**src/rtl/sau_pkg.sv**
```systemverilog
// Purpose: shared constants, operation codes and argument checks for the saturating arithmetic unit
// Assumes: 32-bit data path, register indices of four bits
// Notes:   both ends use sau_args_ok so that they agree on what is legal
package sau_pkg;
	localparam int DATA_W = 32;
	localparam int HALF_W = 16;
	localparam int BYTE_W = 8;
	localparam int N_W    = 6;
	localparam int SH_W   = 5;
	localparam int IDX_W  = 4;
	localparam int Q_BIT  = 27;

	localparam logic [N_W-1:0]   WORD_N       = 6'h20;
	localparam logic [N_W-1:0]   HALF_N       = 6'h10;
	localparam logic [N_W-1:0]   BYTE_N       = 6'h08;
	localparam logic [N_W-1:0]   SCLAMP_N_MIN = 6'h01;
	localparam logic [N_W-1:0]   SCLAMP_N_MAX = 6'h20;
	localparam logic [N_W-1:0]   UCLAMP_N_MAX = 6'h1F;
	localparam logic [N_W-1:0]   DSCLAMP_N_MAX = 6'h10;
	localparam logic [N_W-1:0]   DUCLAMP_N_MAX = 6'h0F;
	localparam logic [SH_W-1:0]  ASR_MIN      = 5'h01;
	localparam logic [IDX_W-1:0] STACK_POINTER_REG   = 4'hD;
	localparam logic [IDX_W-1:0] PROGRAM_COUNTER_REG = 4'hF;

	typedef enum logic [3:0] {
		OP_SIGNED_CLAMP        = 4'h0,
		OP_UNSIGNED_CLAMP      = 4'h1,
		OP_DUAL_SIGNED_CLAMP   = 4'h2,
		OP_DUAL_UNSIGNED_CLAMP = 4'h3,
		OP_SAT_ADD_WORD        = 4'h4,
		OP_SAT_SUB_WORD        = 4'h5,
		OP_SAT_ADD_BYTES       = 4'h6,
		OP_SAT_SUB_BYTES       = 4'h7,
		OP_SAT_ADD_HALVES      = 4'h8,
		OP_SAT_SUB_HALVES      = 4'h9,
		OP_SAT_ADD_SUB_EXCHANGE = 4'hA,
		OP_SAT_SUB_ADD_EXCHANGE = 4'hB,
		OP_STATUS_WRITE        = 4'hC,
		OP_STATUS_READ         = 4'hD
	} sau_op_t;

	// width and pre-shift ranges; status ops always fail, other ops without these fields are always legal
	function automatic logic sau_args_ok(input sau_op_t op, input logic [N_W-1:0] n,
		input logic arith_right_shift, input logic [SH_W-1:0] amt);
		logic sh_ok;
		sh_ok = !arith_right_shift || (amt >= ASR_MIN);
		case (op)
			OP_SIGNED_CLAMP:        sau_args_ok = sh_ok && (n >= SCLAMP_N_MIN) && (n <= SCLAMP_N_MAX);
			OP_UNSIGNED_CLAMP:      sau_args_ok = sh_ok && (n <= UCLAMP_N_MAX);
			OP_DUAL_SIGNED_CLAMP:   sau_args_ok = (n >= SCLAMP_N_MIN) && (n <= DSCLAMP_N_MAX);
			OP_DUAL_UNSIGNED_CLAMP: sau_args_ok = (n <= DUCLAMP_N_MAX);
			OP_STATUS_WRITE,
			OP_STATUS_READ:         sau_args_ok = 1'b0;
			default:                sau_args_ok = 1'b1;
		endcase
	endfunction
endpackage

```
**src/rtl/sau_if.sv**
```systemverilog
// Purpose: link between the issuing logic and the saturating arithmetic unit
// Assumes: both ends on sys_clk
// Notes:   op_valid is a one-cycle request, done the one-cycle answer
`timescale 1ns/1ps
interface sau_if;
	import sau_pkg::*;
	logic                   op_valid;
	sau_op_t                op_code;
	logic                   cond_pass;
	logic [N_W-1:0]         clamp_n;
	logic                   shift_asr;
	logic [SH_W-1:0]        shift_amt;
	logic [DATA_W-1:0]      operand_a;
	logic [DATA_W-1:0]      operand_b;
	logic                   status_clr;
	logic                   done;
	logic                   res_we;
	logic [DATA_W-1:0]      result;
	logic                   q_flag;

	modport dev (input op_valid, op_code, cond_pass, clamp_n, shift_asr, shift_amt, operand_a, operand_b,
		status_clr, output done, res_we, result, q_flag);
	modport host (output op_valid, op_code, cond_pass, clamp_n, shift_asr, shift_amt, operand_a, operand_b,
		status_clr, input done, res_we, result, q_flag);
endinterface // sau_if

```
**src/rtl/sau_clamp.sv**
```systemverilog
// Purpose: clamp a signed value to a signed or unsigned n-bit range
// Assumes: n within the range the caller allows
// Notes:   two guard bits keep 2^n positive for n equal to the input width
`timescale 1ns/1ps
module sau_clamp #(
	parameter int IN_W  = 33,
	parameter int OUT_W = 32,
	parameter int N_W   = 6
) (
	input  wire logic [IN_W-1:0]  value,
	input  wire logic [N_W-1:0]   width_n,
	input  wire logic             to_unsigned,
	output logic      [OUT_W-1:0] clamped,
	output logic                  saturated
);
	localparam int CW = IN_W + 2;
	localparam logic signed [CW-1:0] ONE = 1;

	logic signed [CW-1:0] v;
	logic signed [CW-1:0] pw;
	logic signed [CW-1:0] half_pw;
	logic signed [CW-1:0] hi_lim;
	logic signed [CW-1:0] lo_lim;
	logic                 over;
	logic                 under;

	assign v       = {{2{value[IN_W-1]}}, value};
	assign pw      = ONE << width_n;
	assign half_pw = pw >> 1;
	assign hi_lim  = to_unsigned ? pw - ONE : half_pw - ONE;
	assign lo_lim  = to_unsigned ? '0 : -half_pw;
	assign over    = v > hi_lim;
	assign under   = v < lo_lim;
	assign clamped   = over ? hi_lim[OUT_W-1:0] : (under ? lo_lim[OUT_W-1:0] : v[OUT_W-1:0]);
	assign saturated = over | under;
endmodule // sau_clamp

```
**src/rtl/sau_unit.sv**
```systemverilog
// Purpose: saturating arithmetic unit: clamps, lane add/sub and the sticky saturation flag
// Assumes: one request per op_valid pulse; answer one cycle later
// Notes:   no condition flag outputs exist, so those flags cannot be touched here
// Summary of operation
// RULE1 - signed clamp returns limits or input unchanged
// RULE2 - unsigned clamp returns zero, upper limit, or input
// RULE3 - saturation sets sticky flag, else it holds
// RULE4 - only an explicit status write clears flag
// RULE5 - sticky flag readable by status read
// RULE6 - signed clamp width 1 through 32
// RULE7 - unsigned clamp width 0 through 31
// RULE8 - pre-shift applied before saturation
// RULE9 - arithmetic right shift amount 1 to 31
// RULE10 - logical left shift amount 0 to 31
// RULE11 - unsigned clamp reads source as signed
// RULE12 - dual signed clamp width 1 through 16
// RULE13 - dual unsigned clamp width 0 through 15
// RULE14 - dual signed clamp halves saturate independently
// RULE15 - dual unsigned clamp halves saturate independently
// RULE16 - add/sub clamps to lane signed range
// RULE17 - four byte lanes or two halfword lanes
// RULE18 - byte and halfword lane forms leave flag
// RULE19 - condition flags never modified
// RULE20 - issuer never names stack pointer, program counter
// RULE21 - predicate gates compute, write, flag update; status read and write ignore req_cond
// RULE22 - exchange forms cross halves, saturate to 16
// RULE23 - registered flag; clear beats same-cycle set
`timescale 1ns/1ps
module sau_unit
	import sau_pkg::*;
(
	input  wire logic sys_clk,
	input  wire logic rst,
	sau_if.dev        sau,
	output logic      sat_event,
	output logic      q_status
);
	logic                  exec;
	logic                  args_ok;
	logic                  is_sclamp;
	logic                  is_uclamp;
	logic                  is_single;
	logic                  is_dual;
	logic                  is_word_arith;
	logic                  is_asx;
	logic                  is_sax;
	logic                  is_sub_h;
	logic                  is_sub_b;
	logic [DATA_W-1:0]     shifted;
	logic [DATA_W:0]       w_in;
	logic [N_W-1:0]        w_n;
	logic [DATA_W-1:0]     w_res;
	logic                  w_sat;
	logic [DATA_W-1:0]     h_res;
	logic [1:0]            h_sat;
	logic [DATA_W-1:0]     b_res;
	logic                  set_q;
	logic [DATA_W-1:0]     next_result;
	logic                  q;
	logic                  done;
	logic                  res_we;
	logic [DATA_W-1:0]     result;
	logic                  sat_pulse;

	assign args_ok   = sau_args_ok(sau.op_code, sau.clamp_n, sau.shift_asr, sau.shift_amt); // RULE6 RULE7 RULE9 RULE10 RULE12 RULE13
	// out-of-range requests are answered but not executed
	assign exec      = sau.op_valid && sau.cond_pass && args_ok; // RULE21

	assign is_sclamp     = sau.op_code == OP_SIGNED_CLAMP;
	assign is_uclamp     = sau.op_code == OP_UNSIGNED_CLAMP;
	assign is_single     = is_sclamp || is_uclamp;
	assign is_dual       = (sau.op_code == OP_DUAL_SIGNED_CLAMP) || (sau.op_code == OP_DUAL_UNSIGNED_CLAMP);
	assign is_word_arith = (sau.op_code == OP_SAT_ADD_WORD) || (sau.op_code == OP_SAT_SUB_WORD);
	assign is_asx        = sau.op_code == OP_SAT_ADD_SUB_EXCHANGE;
	assign is_sax        = sau.op_code == OP_SAT_SUB_ADD_EXCHANGE;
	assign is_sub_h      = sau.op_code == OP_SAT_SUB_HALVES;
	assign is_sub_b      = sau.op_code == OP_SAT_SUB_BYTES;

	// shift first, saturate afterwards; left shift drops bits above bit 31
	assign shifted = sau.shift_asr ? DATA_W'($signed(sau.operand_b) >>> sau.shift_amt)
		: DATA_W'(sau.operand_b << sau.shift_amt); // RULE8

	// the unsigned clamp sign-extends too, so negative sources go to zero
	assign w_in = is_single ? {shifted[DATA_W-1], shifted} // RULE11
		: (sau.op_code == OP_SAT_SUB_WORD)
			? {sau.operand_a[DATA_W-1], sau.operand_a} - {sau.operand_b[DATA_W-1], sau.operand_b}
			: {sau.operand_a[DATA_W-1], sau.operand_a} + {sau.operand_b[DATA_W-1], sau.operand_b}; // RULE16
	assign w_n  = is_single ? sau.clamp_n : WORD_N;

	sau_clamp #(
		.IN_W  (DATA_W + 1),
		.OUT_W (DATA_W),
		.N_W   (N_W)
	) u_word_clamp (
		.value       (w_in),
		.width_n     (w_n),
		.to_unsigned (is_uclamp),
		.clamped     (w_res),
		.saturated   (w_sat)
	); // RULE1 RULE2

	genvar gi;
	generate
		for (gi = 0; gi < 2; gi++) begin : g_half
			localparam bit IS_LOW = (gi == 0);
			logic [HALF_W-1:0] own_a;
			logic [HALF_W-1:0] own_b;
			logic [HALF_W-1:0] cross_b;
			logic [HALF_W-1:0] rhs;
			logic              do_sub;
			logic [HALF_W:0]   lane_in;
			logic [N_W-1:0]    lane_n;

			assign own_a   = sau.operand_a[gi*HALF_W +: HALF_W];
			assign own_b   = sau.operand_b[gi*HALF_W +: HALF_W];
			assign cross_b = sau.operand_b[(1-gi)*HALF_W +: HALF_W];
			// exchange forms pair each half of a with the opposite half of b
			assign rhs     = (is_asx || is_sax) ? cross_b : own_b; // RULE22
			assign do_sub  = is_sub_h || (is_asx && IS_LOW) || (is_sax && !IS_LOW); // RULE22
			assign lane_in = is_dual ? {own_b[HALF_W-1], own_b} // RULE14 RULE15
				: do_sub ? {own_a[HALF_W-1], own_a} - {rhs[HALF_W-1], rhs}
				: {own_a[HALF_W-1], own_a} + {rhs[HALF_W-1], rhs}; // RULE17
			assign lane_n  = is_dual ? sau.clamp_n : HALF_N;

			sau_clamp #(
				.IN_W  (HALF_W + 1),
				.OUT_W (HALF_W),
				.N_W   (N_W)
			) u_half_clamp (
				.value       (lane_in),
				.width_n     (lane_n),
				.to_unsigned (sau.op_code == OP_DUAL_UNSIGNED_CLAMP),
				.clamped     (h_res[gi*HALF_W +: HALF_W]),
				.saturated   (h_sat[gi])
			); // RULE14 RULE15 RULE16
		end

		for (gi = 0; gi < 4; gi++) begin : g_byte
			logic [BYTE_W-1:0] ba;
			logic [BYTE_W-1:0] bb;
			logic [BYTE_W:0]   lane_in;

			assign ba      = sau.operand_a[gi*BYTE_W +: BYTE_W];
			assign bb      = sau.operand_b[gi*BYTE_W +: BYTE_W];
			assign lane_in = is_sub_b ? {ba[BYTE_W-1], ba} - {bb[BYTE_W-1], bb}
				: {ba[BYTE_W-1], ba} + {bb[BYTE_W-1], bb}; // RULE17

			sau_clamp #(
				.IN_W  (BYTE_W + 1),
				.OUT_W (BYTE_W),
				.N_W   (N_W)
			) u_byte_clamp (
				.value       (lane_in),
				.width_n     (BYTE_N),
				.to_unsigned (1'b0),
				.clamped     (b_res[gi*BYTE_W +: BYTE_W]),
				.saturated   ()
			); // RULE16
		end
	endgenerate

	always_comb begin
		case (sau.op_code)
			OP_SIGNED_CLAMP,
			OP_UNSIGNED_CLAMP,
			OP_SAT_ADD_WORD,
			OP_SAT_SUB_WORD:         next_result = w_res;
			OP_DUAL_SIGNED_CLAMP,
			OP_DUAL_UNSIGNED_CLAMP,
			OP_SAT_ADD_HALVES,
			OP_SAT_SUB_HALVES,
			OP_SAT_ADD_SUB_EXCHANGE,
			OP_SAT_SUB_ADD_EXCHANGE: next_result = h_res;
			OP_SAT_ADD_BYTES,
			OP_SAT_SUB_BYTES:        next_result = b_res;
			default:                 next_result = '0;
		endcase
	end

	// lane add/sub and exchange forms never feed the flag; their lane
	// saturations are deliberately ignored here
	assign set_q = exec && (((is_single || is_word_arith) && w_sat) || (is_dual && (|h_sat))); // RULE3 RULE18

	always_ff @(posedge sys_clk or posedge rst) begin
		if (rst) begin
			q <= 1'b0;
		end else if (sau.status_clr) begin
			q <= 1'b0; // RULE4 RULE23
		end else if (set_q) begin
			q <= 1'b1; // RULE3
		end
	end

	always_ff @(posedge sys_clk or posedge rst) begin
		if (rst) begin
			done      <= 1'b0;
			res_we    <= 1'b0;
			result    <= '0;
			sat_pulse <= 1'b0;
		end else begin
			done      <= sau.op_valid;
			res_we    <= exec; // RULE21
			sat_pulse <= set_q;
			if (exec) begin
				result <= next_result;
			end
		end
	end

	assign sau.done   = done;
	assign sau.res_we = res_we;
	assign sau.result = result; // RULE19
	assign sau.q_flag = q; // RULE5 RULE23
	assign sat_event  = sat_pulse;
	assign q_status   = q;
endmodule // sau_unit

```
**src/flat_wrapper.sv**
```systemverilog
// flat-port wrapper written by rule: the top's interface ports become plain ports
module sau_unit_flat import sau_pkg::*;
  (sys_clk, rst, sat_event, q_status, sau_op_valid, sau_op_code, sau_cond_pass, sau_clamp_n, sau_shift_asr, sau_shift_amt, sau_operand_a, sau_operand_b, sau_status_clr, sau_done, sau_res_we, sau_result, sau_q_flag);
  sau_if sau_i ();
  input  wire logic sys_clk;
  input  wire logic rst;
  output logic sat_event;
  output logic q_status;
  input wire logic [$bits(sau_i.op_valid)-1:0] sau_op_valid;
  input wire logic [$bits(sau_i.op_code)-1:0] sau_op_code;
  input wire logic [$bits(sau_i.cond_pass)-1:0] sau_cond_pass;
  input wire logic [$bits(sau_i.clamp_n)-1:0] sau_clamp_n;
  input wire logic [$bits(sau_i.shift_asr)-1:0] sau_shift_asr;
  input wire logic [$bits(sau_i.shift_amt)-1:0] sau_shift_amt;
  input wire logic [$bits(sau_i.operand_a)-1:0] sau_operand_a;
  input wire logic [$bits(sau_i.operand_b)-1:0] sau_operand_b;
  input wire logic [$bits(sau_i.status_clr)-1:0] sau_status_clr;
  output wire logic [$bits(sau_i.done)-1:0] sau_done;
  output wire logic [$bits(sau_i.res_we)-1:0] sau_res_we;
  output wire logic [$bits(sau_i.result)-1:0] sau_result;
  output wire logic [$bits(sau_i.q_flag)-1:0] sau_q_flag;
  assign sau_i.op_valid = sau_op_valid;
  assign sau_i.op_code = sau_op_code;
  assign sau_i.cond_pass = sau_cond_pass;
  assign sau_i.clamp_n = sau_clamp_n;
  assign sau_i.shift_asr = sau_shift_asr;
  assign sau_i.shift_amt = sau_shift_amt;
  assign sau_i.operand_a = sau_operand_a;
  assign sau_i.operand_b = sau_operand_b;
  assign sau_i.status_clr = sau_status_clr;
  assign sau_done = sau_i.done;
  assign sau_res_we = sau_i.res_we;
  assign sau_result = sau_i.result;
  assign sau_q_flag = sau_i.q_flag;
  sau_unit u_core (.sys_clk(sys_clk), .rst(rst), .sau(sau_i), .sat_event(sat_event), .q_status(q_status));
endmodule
```
**config.mk**
```make
export PLATFORM = sky130hd
export DESIGN_NAME = sau_unit_flat
export DESIGN_NICKNAME = d
export VERILOG_FILES = /design/src/rtl/sau_pkg.sv /design/src/rtl/sau_if.sv /design/src/rtl/sau_clamp.sv /design/src/rtl/sau_unit.sv /design/src/flat_wrapper.sv
export SDC_FILE = /design/constraint.sdc
export NUM_CORES = 1
export LEC_CHECK = 0
export ABC_AREA = 1
export BUFFER_PORTS_ARGS = -buffer_cell sky130_fd_sc_hd__buf_2
export CAP_MARGIN = 40
export CORE_UTILIZATION = 31
export DETAILED_ROUTE_END_ITERATION = 16
export GPL_TIMING_DRIVEN = 0
export SLEW_MARGIN = 40
export SYNTH_ARGS = -nofsm -noshare
export SYNTH_HDL_FRONTEND = slang
export SYNTH_SLANG_ARGS = --single-unit
```
**constraint.sdc**
```tcl
create_clock -name sys_clk -period 2.4 [get_ports sys_clk]
set_clock_uncertainty 0.15 [all_clocks]
set_input_delay 0.12 -clock sys_clk [delete_from_list [all_inputs] [get_ports sys_clk]]
set_output_delay 0.12 -clock sys_clk [all_outputs]
set_load 0.02 [all_outputs]
```
==> results of run 1 <==
==> cells in the final DEF, fill, tap and decap left out, types with 30 or more instances in the layout <==
cell type / n
clkbuf_1: 53
inv_1: 385
a21oi_2: 78
nand2_2: 73
nor3_1: 45
a21oi_1: 267
o211ai_1: 37
o21ai_1: 43
nand2_1: 1012
dfrtp_1: 36
nor2_1: 313
buf_4: 92
nand3_1: 218
o21ai_0: 278
xnor2_1: 30
nand4_1: 46
buf_2: 121
ha_1: 211
xor2_1: 105
nand3_2: 36
==> logic make-up (layout without fill, tap and decap cells) <==
| family | count (synthesis) | after routing | synth area share |
|---|---|---|---|
| AND/OR/NAND/NOR | 1892 | 1894 | 0.396 |
| AO/OA/AOI/OAI | 868 | 868 | 0.234 |
| buffers and inverters | 568 | 786 | 0.108 |
| adder cells (fa/ha/maj) | 255 | 255 | 0.157 |
| XOR/XNOR | 137 | 137 | 0.0582 |
| flip-flops | 36 | 36 | 0.0437 |
| multiplexers | 6 | 6 | 0.00291 |
| other | 0 | 1 | 0 |
==> power breakdown <==
| group | total, mW | internal [mW] | switching, mW |
|---|---|---|---|
| clock network | 0.739 | 0.488 | 0.251 |
| logic | 12.0 | 4.33 | 7.67 |
| registers | 1.14 | 0.810 | 0.332 |
==> sequential cells by signal, indices dropped and copies added (netlist names) <==
| register | count |
|---|---|
| u_core.sat_event | 1 |
| u_core.q_status | 1 |
| u_core.sau.res_we | 1 |
| u_core.sau.done | 1 |
| u_core.sau.result | 32 |
==> per-stage QoR <==
stage | util | hold slack (ps) | TNS, ps | setup WS [ps]
detailed placement | 0.344 | 93.8 | -163530 | -4900
finish | 0.388 | 162 | -108560 | -3250
floorplan | - | 1.43 | -82500 | -2500
global route | 0.388 | 168 | -119930 | -3590
CTS | 0.373 | 157 | -104410 | -3140
global placement | 0.343 | 98.5 | -162270 | -4860
==> per-layer routing <==
metal | vias to the layer above | part of all wire
met5 | - | 0
met4 | 0 | 0.067
met3 | 349 | 0.10
met2 | 1659 | 0.43
met1 | 12900 | 0.41
li1 | 13000 | -
==> critical path, delay by kind of cell <==
family          cells  cell delay (ps)
simple gates       27             3000
compound gates      6              850
buf+inv             7              760
fa+ha+maj           2              530
xor+xnor            2              370
==> worst paths after layout <==
check,endpoint,slack (ps)
max in group asynchronous,u_core.sau.result[3],1370
max,u_core.sau.result[14],-3250
min in group asynchronous,u_core.sau.done,310
min,u_core.sau.result[0],160
max reg2reg,u_core.sau.result[10],1430
min reg2reg,u_core.sau.result[15],330
==> layout make-up <==
type                            instances  area, um^2
Clock inverter                          2        35.0
Inverter                              436        1710
Multi-Input combinational cell       3160       19300
Tap cell                              864        1080
Antenna cell                            1        2.50
Timing Repair Buffer                  211        1530
Fill cell                            7326       40200
Sequential cell                        36         901
Buffer                                131         795
Clock buffer                            6         129
==> what timing repair did <==
action                     CTS  global route
pin swaps                   87            86
setup buffers               60            31
setup endpoints to repair   35            35
hold endpoints to repair    38             0
gates cloned                 7             2
gates resized for setup    320           161
hold buffers                 3             0
==> run_results.csv, run 1 <==
group,metric,value,unit
outcome,status,"finished, violations left",
outcome,violations,"setup timing",
sta,rsz0062_at_grt,"true",
drt,first_iter_violations,3493,
clock_tree,clk-insertion-delay-late,290,ps
sta,finalWorstPathRequiredPeriod,5650,ps
logic_synthesis,yosys_warnings,0,
place,port_buffers,110,
logic_synthesis,synth_edf_count,0,
critical_path,startpoint,"sau_op_code[3]",
logic_synthesis,syn_area,0.0206,mm^2
logic_synthesis,synth_top_area_frac,0.197,
critical_path,worstPathArrival,5670,ps
place,hpwl,91200,um
logic_synthesis,synth_most_common_cell,"nand2_1",
pwr,total_power,13.9,mW
clock_tree,cts.sinks,36,
cells_and_area,num-nets-final,4321,
critical_path,path_max_fanout,7,
global_route,use_met2,0.498,
place,placed_area,0.0226,mm^2
logic_synthesis,netlist_top_cells_area,"nand2_1, ha_1, a21oi_1, o21ai_0, inv_1",
global_route,antenna_found_initial,1,
global_route,met3_usage,0.0421,
critical_path,slowest_stage,"ha_4",
sta,fmax,177,MHz
sta,worstMarginPinSlew,1050,ps
sta,slew_headroom,0.296,
global_route,overflow,0,
pwr,power_density,544,mW/mm^2
clock_tree,cts_root_buffer,"clkbuf_16",
logic_synthesis,synthesis.nets,4102,
logic_synthesis,synth_cell_types,69,
logic_synthesis,ys_ff_latch,36,
critical_path,start_kind,"primary input",
clock_tree,cts_buffer_depth,2,
clock_tree,clkSlewWorstSetupHoldPaths,60,ps
critical_path,worstPathRequired,2420,ps
die,dieArea,0.0676,mm^2
die,die_width,260,um
drt,antenna_left,0,
drt,first_pass_iters,6,
worst_hold_path,min_path_cells,5,
clock_tree,cts_tree,"built",
pwr,ir_worst_vdd,0.000281,V
critical_path,rr_startpoint,"u_core.sau.result[10]",
logic_synthesis,avgSynthCellArea,5.48,um^2
logic_synthesis,synthArstFlopShare,1.00,
die,num_rows,94,
sta,drv_slew,0,
sta,hold_violations,0,
logic_synthesis,syn_inst,3762,
worst_hold_path,hold_class,"in -> reg",
global_route,top_usage_layer,"met2",
pwr,p_leak,12.8,nW
critical_path,critPathKind,"in -> reg",
global_route,grt_pass1_vias,25400,
sta,worst_slack,-3250,ps
drt,routed_wl,111000,um
critical_path,end_kind,"flip-flop",
drt,route.detailed.drc,0,
logic_synthesis,synth-seq-area-share,0.0437,
die,start_util,0.314,
place,dp.cells,4736,
global_route,grtUsageMet1,0.417,
global_route,grt_pass1_wl,161000,um
drt,wire_per_inst,22.9,um
die,die_y,260,um
cells_and_area,drive_gt1_frac,0.183,
drt,num_vias,27900,
logic_synthesis,synth_area_leader_cell,"nand2_1",
critical_path,max_stage_delay,290,ps
cells_and_area,stdcell_count,4847,
cells_and_area,final_area,0.0255,mm^2
clock_tree,cts_buffers,5,
run,max_cap_viol_count,0,
logic_synthesis,synth_common_cells,"nand2_1, inv_1, a21oi_1",
global_route,grt.total_usage,0.317,
critical_path,r2r_cells,2,
cells_and_area,area_growth,23.8,%
clock_tree,htreeDepth,2,
critical_path,crit_top_cell,"nand2_1",
die,io_pins,122,
worst_hold_path,hold_start,"sau_op_code[3]",
drt,via_per_inst,5.76,
sta,finalSetupViolCount,34,
global_route,grt_max_degree,37,
place,place.gp.congestion,1.07,
logic_synthesis,ys.flop_type,"dfrtp_1",
sta,fin_crit_sh,2.35,
die,core-area,0.0657,mm^2
No activity file was read; power rests on OpenSTA's default activity.
==> run 2, diff against run 1 <==
Settings changed: CORE_MARGIN set to 2.
Clock period 2.4 ns to 4.9 ns, I/O delays scaled along.
==> run 2 against run 1 <==
Net effect:
- the run still ends with setup timing left
- critical path type unchanged
- largest power group unchanged
- first-iteration DRC count decreased by 13%
- worst hold slack improved by 110 ps
- count of clock-buffer cells in the layout decreased by 1
- flip-flop and latch count unchanged
- largest cell class unchanged
- routed wire length increased by 0.37%
- sequential share of layout area about the same
==> run_results.csv, run 2 (same netlist as run 1, synthesis figures left out) <==
group,metric,value,unit
die,die_y,262,um
clock_tree,cts_tree,"built",
worst_hold_path,hold_start,"sau_op_code[3]",
global_route,grt.total_usage,0.312,
sta,fin_crit_sh,1.21,
outcome,violations,"setup timing",
critical_path,crit_buf_inv,6,
place,place.gp.congestion,1.02,
sta,finalSetupViolCount,34,
sta,slew_headroom,0.359,
cells_and_area,drive_gt1_frac,0.177,
global_route,grt_pass1_vias,25300,
clock_tree,cts.sinks,36,
sta,hold_violations,0,
sta,drv_slew,0,
drt,first_iter_violations,3045,
drt,first_pass_iters,6,
critical_path,crit_top_cell,"nand2_1",
outcome,status,"finished, violations left",
drt,routed.top_layer,"met5",
run,max_cap_viol_count,0,
clock_tree,cts_buffers,5,
global_route,grt_max_degree,37,
die,die_width,262,um
pwr,total_power,6.67,mW
cells_and_area,largest_reg_flops,32,
die,num_rows,94,
clock_tree,clkSlewWorstSetupHoldPaths,60,ps
worst_hold_path,hold_class,"in -> reg",
drt,route.detailed.drc,0,
drt,wire_per_inst,23.1,um
critical_path,start_kind,"primary input",
place,hpwl,92200,um
global_route,antenna_found_initial,3,
cells_and_area,top_register,"u_core.sau.result",
die,start_util,0.313,
drt,antenna_left,0,
critical_path,critPathKind,"in -> reg",
sta,worst_slack,-1010,ps
cells_and_area,mostFrequentLayoutCells,"nand2_1, inv_1, nor2_1, o21ai_0, a21oi_1",
sta,worstMarginPinSlew,962,ps
critical_path,slowest_stage,"clkbuf_1",
pwr,ir_worst_vdd,0.000156,V
cells_and_area,num-nets-final,4311,
cells_and_area,final_common_cell,"nand2_1",
critical_path,path_max_fanout,8,
critical_path,worstPathArrival,5930,ps
drt,wl_met1,46500,um
place,port_buffers,110,
sta,fmax,169,MHz
global_route,overflow,0,
place,post-place-ws,-2390,ps
drt,via_per_inst,5.69,
drt,num_vias,27500,
drt,wl_met2,48800,um
critical_path,startpoint,"sau_operand_b[21]",
critical_path,worstPathRequired,4910,ps
clock_tree,cts_buffer_depth,2,
critical_path,end_kind,"flip-flop",
sta,finalWorstPathRequiredPeriod,5910,ps
place,dp.cells,4736,
critical_path,max_stage_delay,690,ps
pwr,power_density,265,mW/mm^2
clock_tree,cts_root_buffer,"clkbuf_16",
drt,routed_wl,112000,um
sta,rsz0062_at_grt,"true",
cells_and_area,stdcell_count,4836,
drt,wl_met3,9640,um
clock_tree,clk-insertion-delay-late,290,ps
die,dieArea,0.0686,mm^2
critical_path,path_delay_family,"compound AO/OA/AOI/OAI gates",
die,core-area,0.0659,mm^2
critical_path,rr_startpoint,"u_core.sau.result[12]",
pwr,p_leak,12.7,nW
clock_tree,htreeDepth,2,
global_route,grt_pass1_wl,160000,um
cells_and_area,antenna_cells,0,
cells_and_area,area_growth,22.1,%
sta,setup_tns,-30670,ps
die,io_pins,122,
[run 2: changes by cell type in the layout (fill, tap and decap cells not counted), sizes merged]
cell	delta
buf	-7
bufinv	-1
nand2	-1
diode	-1
clkbuf	-3
inv	+3
bufbuf	-1
[run 2: report_power, final]
part / internal [mW] / switching (mW) / total (mW)
Clock: 0.190 / 0.149 / 0.338
Combinational: 2.05 / 3.76 / 5.81
Sequential: 0.396 / 0.125 / 0.521
[run 2: area by class of cell]
type | instances | area (um^2)
Timing Repair inverter | 1 | 16.3
Clock buffer | 5 | 125
Clock inverter | 3 | 23.8
Fill cell | 7372 | 40700
Timing Repair Buffer | 201 | 1400
Multi-Input combinational cell | 3159 | 19200
Sequential cell | 36 | 901
Inverter | 436 | 1700
Tap cell | 864 | 1080
Buffer | 131 | 739
[run 2: worst paths after layout]
check	depth (start not counted)	slack [ps]	end
min	5	270	u_core.sau.result[3]
min reg2reg	2	340	u_core.sau.result[15]
max	33	-1010	u_core.sau.result[23]
min in group asynchronous	3	390	u_core.sau.result[19]
max in group asynchronous	3	3820	u_core.sau.result[14]
max reg2reg	2	3970	u_core.sau.result[12]
[run 2: routing by layer]
metal,global-route usage,vias to the layer above
met5,0,-
met4,0.154,2
met3,0.0354,299
met2,0.505,1469
li1,-,13000
met1,0.411,12700
[run 2: per-stage QoR]
stage          hold WS (ps)  cell area, um^2   util
2_1_floorplan           126            20900      -
3_3_place_gp            222            22600  0.343
3_5_place_dp            162            22600  0.343
4_1_cts                 267            24300  0.370
5_1_grt                 279            25200  0.382
6_report                269            25200  0.382
[run 2: what timing repair did]
item                                   CTS  global route
cloned                                   4             1
buffers inserted                        69            18
setup endpoints to repair               34            34
pin swaps                               83            78
hold buffers                             3             0
resized for setup                      276           182
endpoints found under the hold margin   38             0
[run 2: worst min-delay path: cells and delay by family]
family	cells	cell delay [ps]
compound gates	1	50
simple gates	2	140
buf+inv	2	230
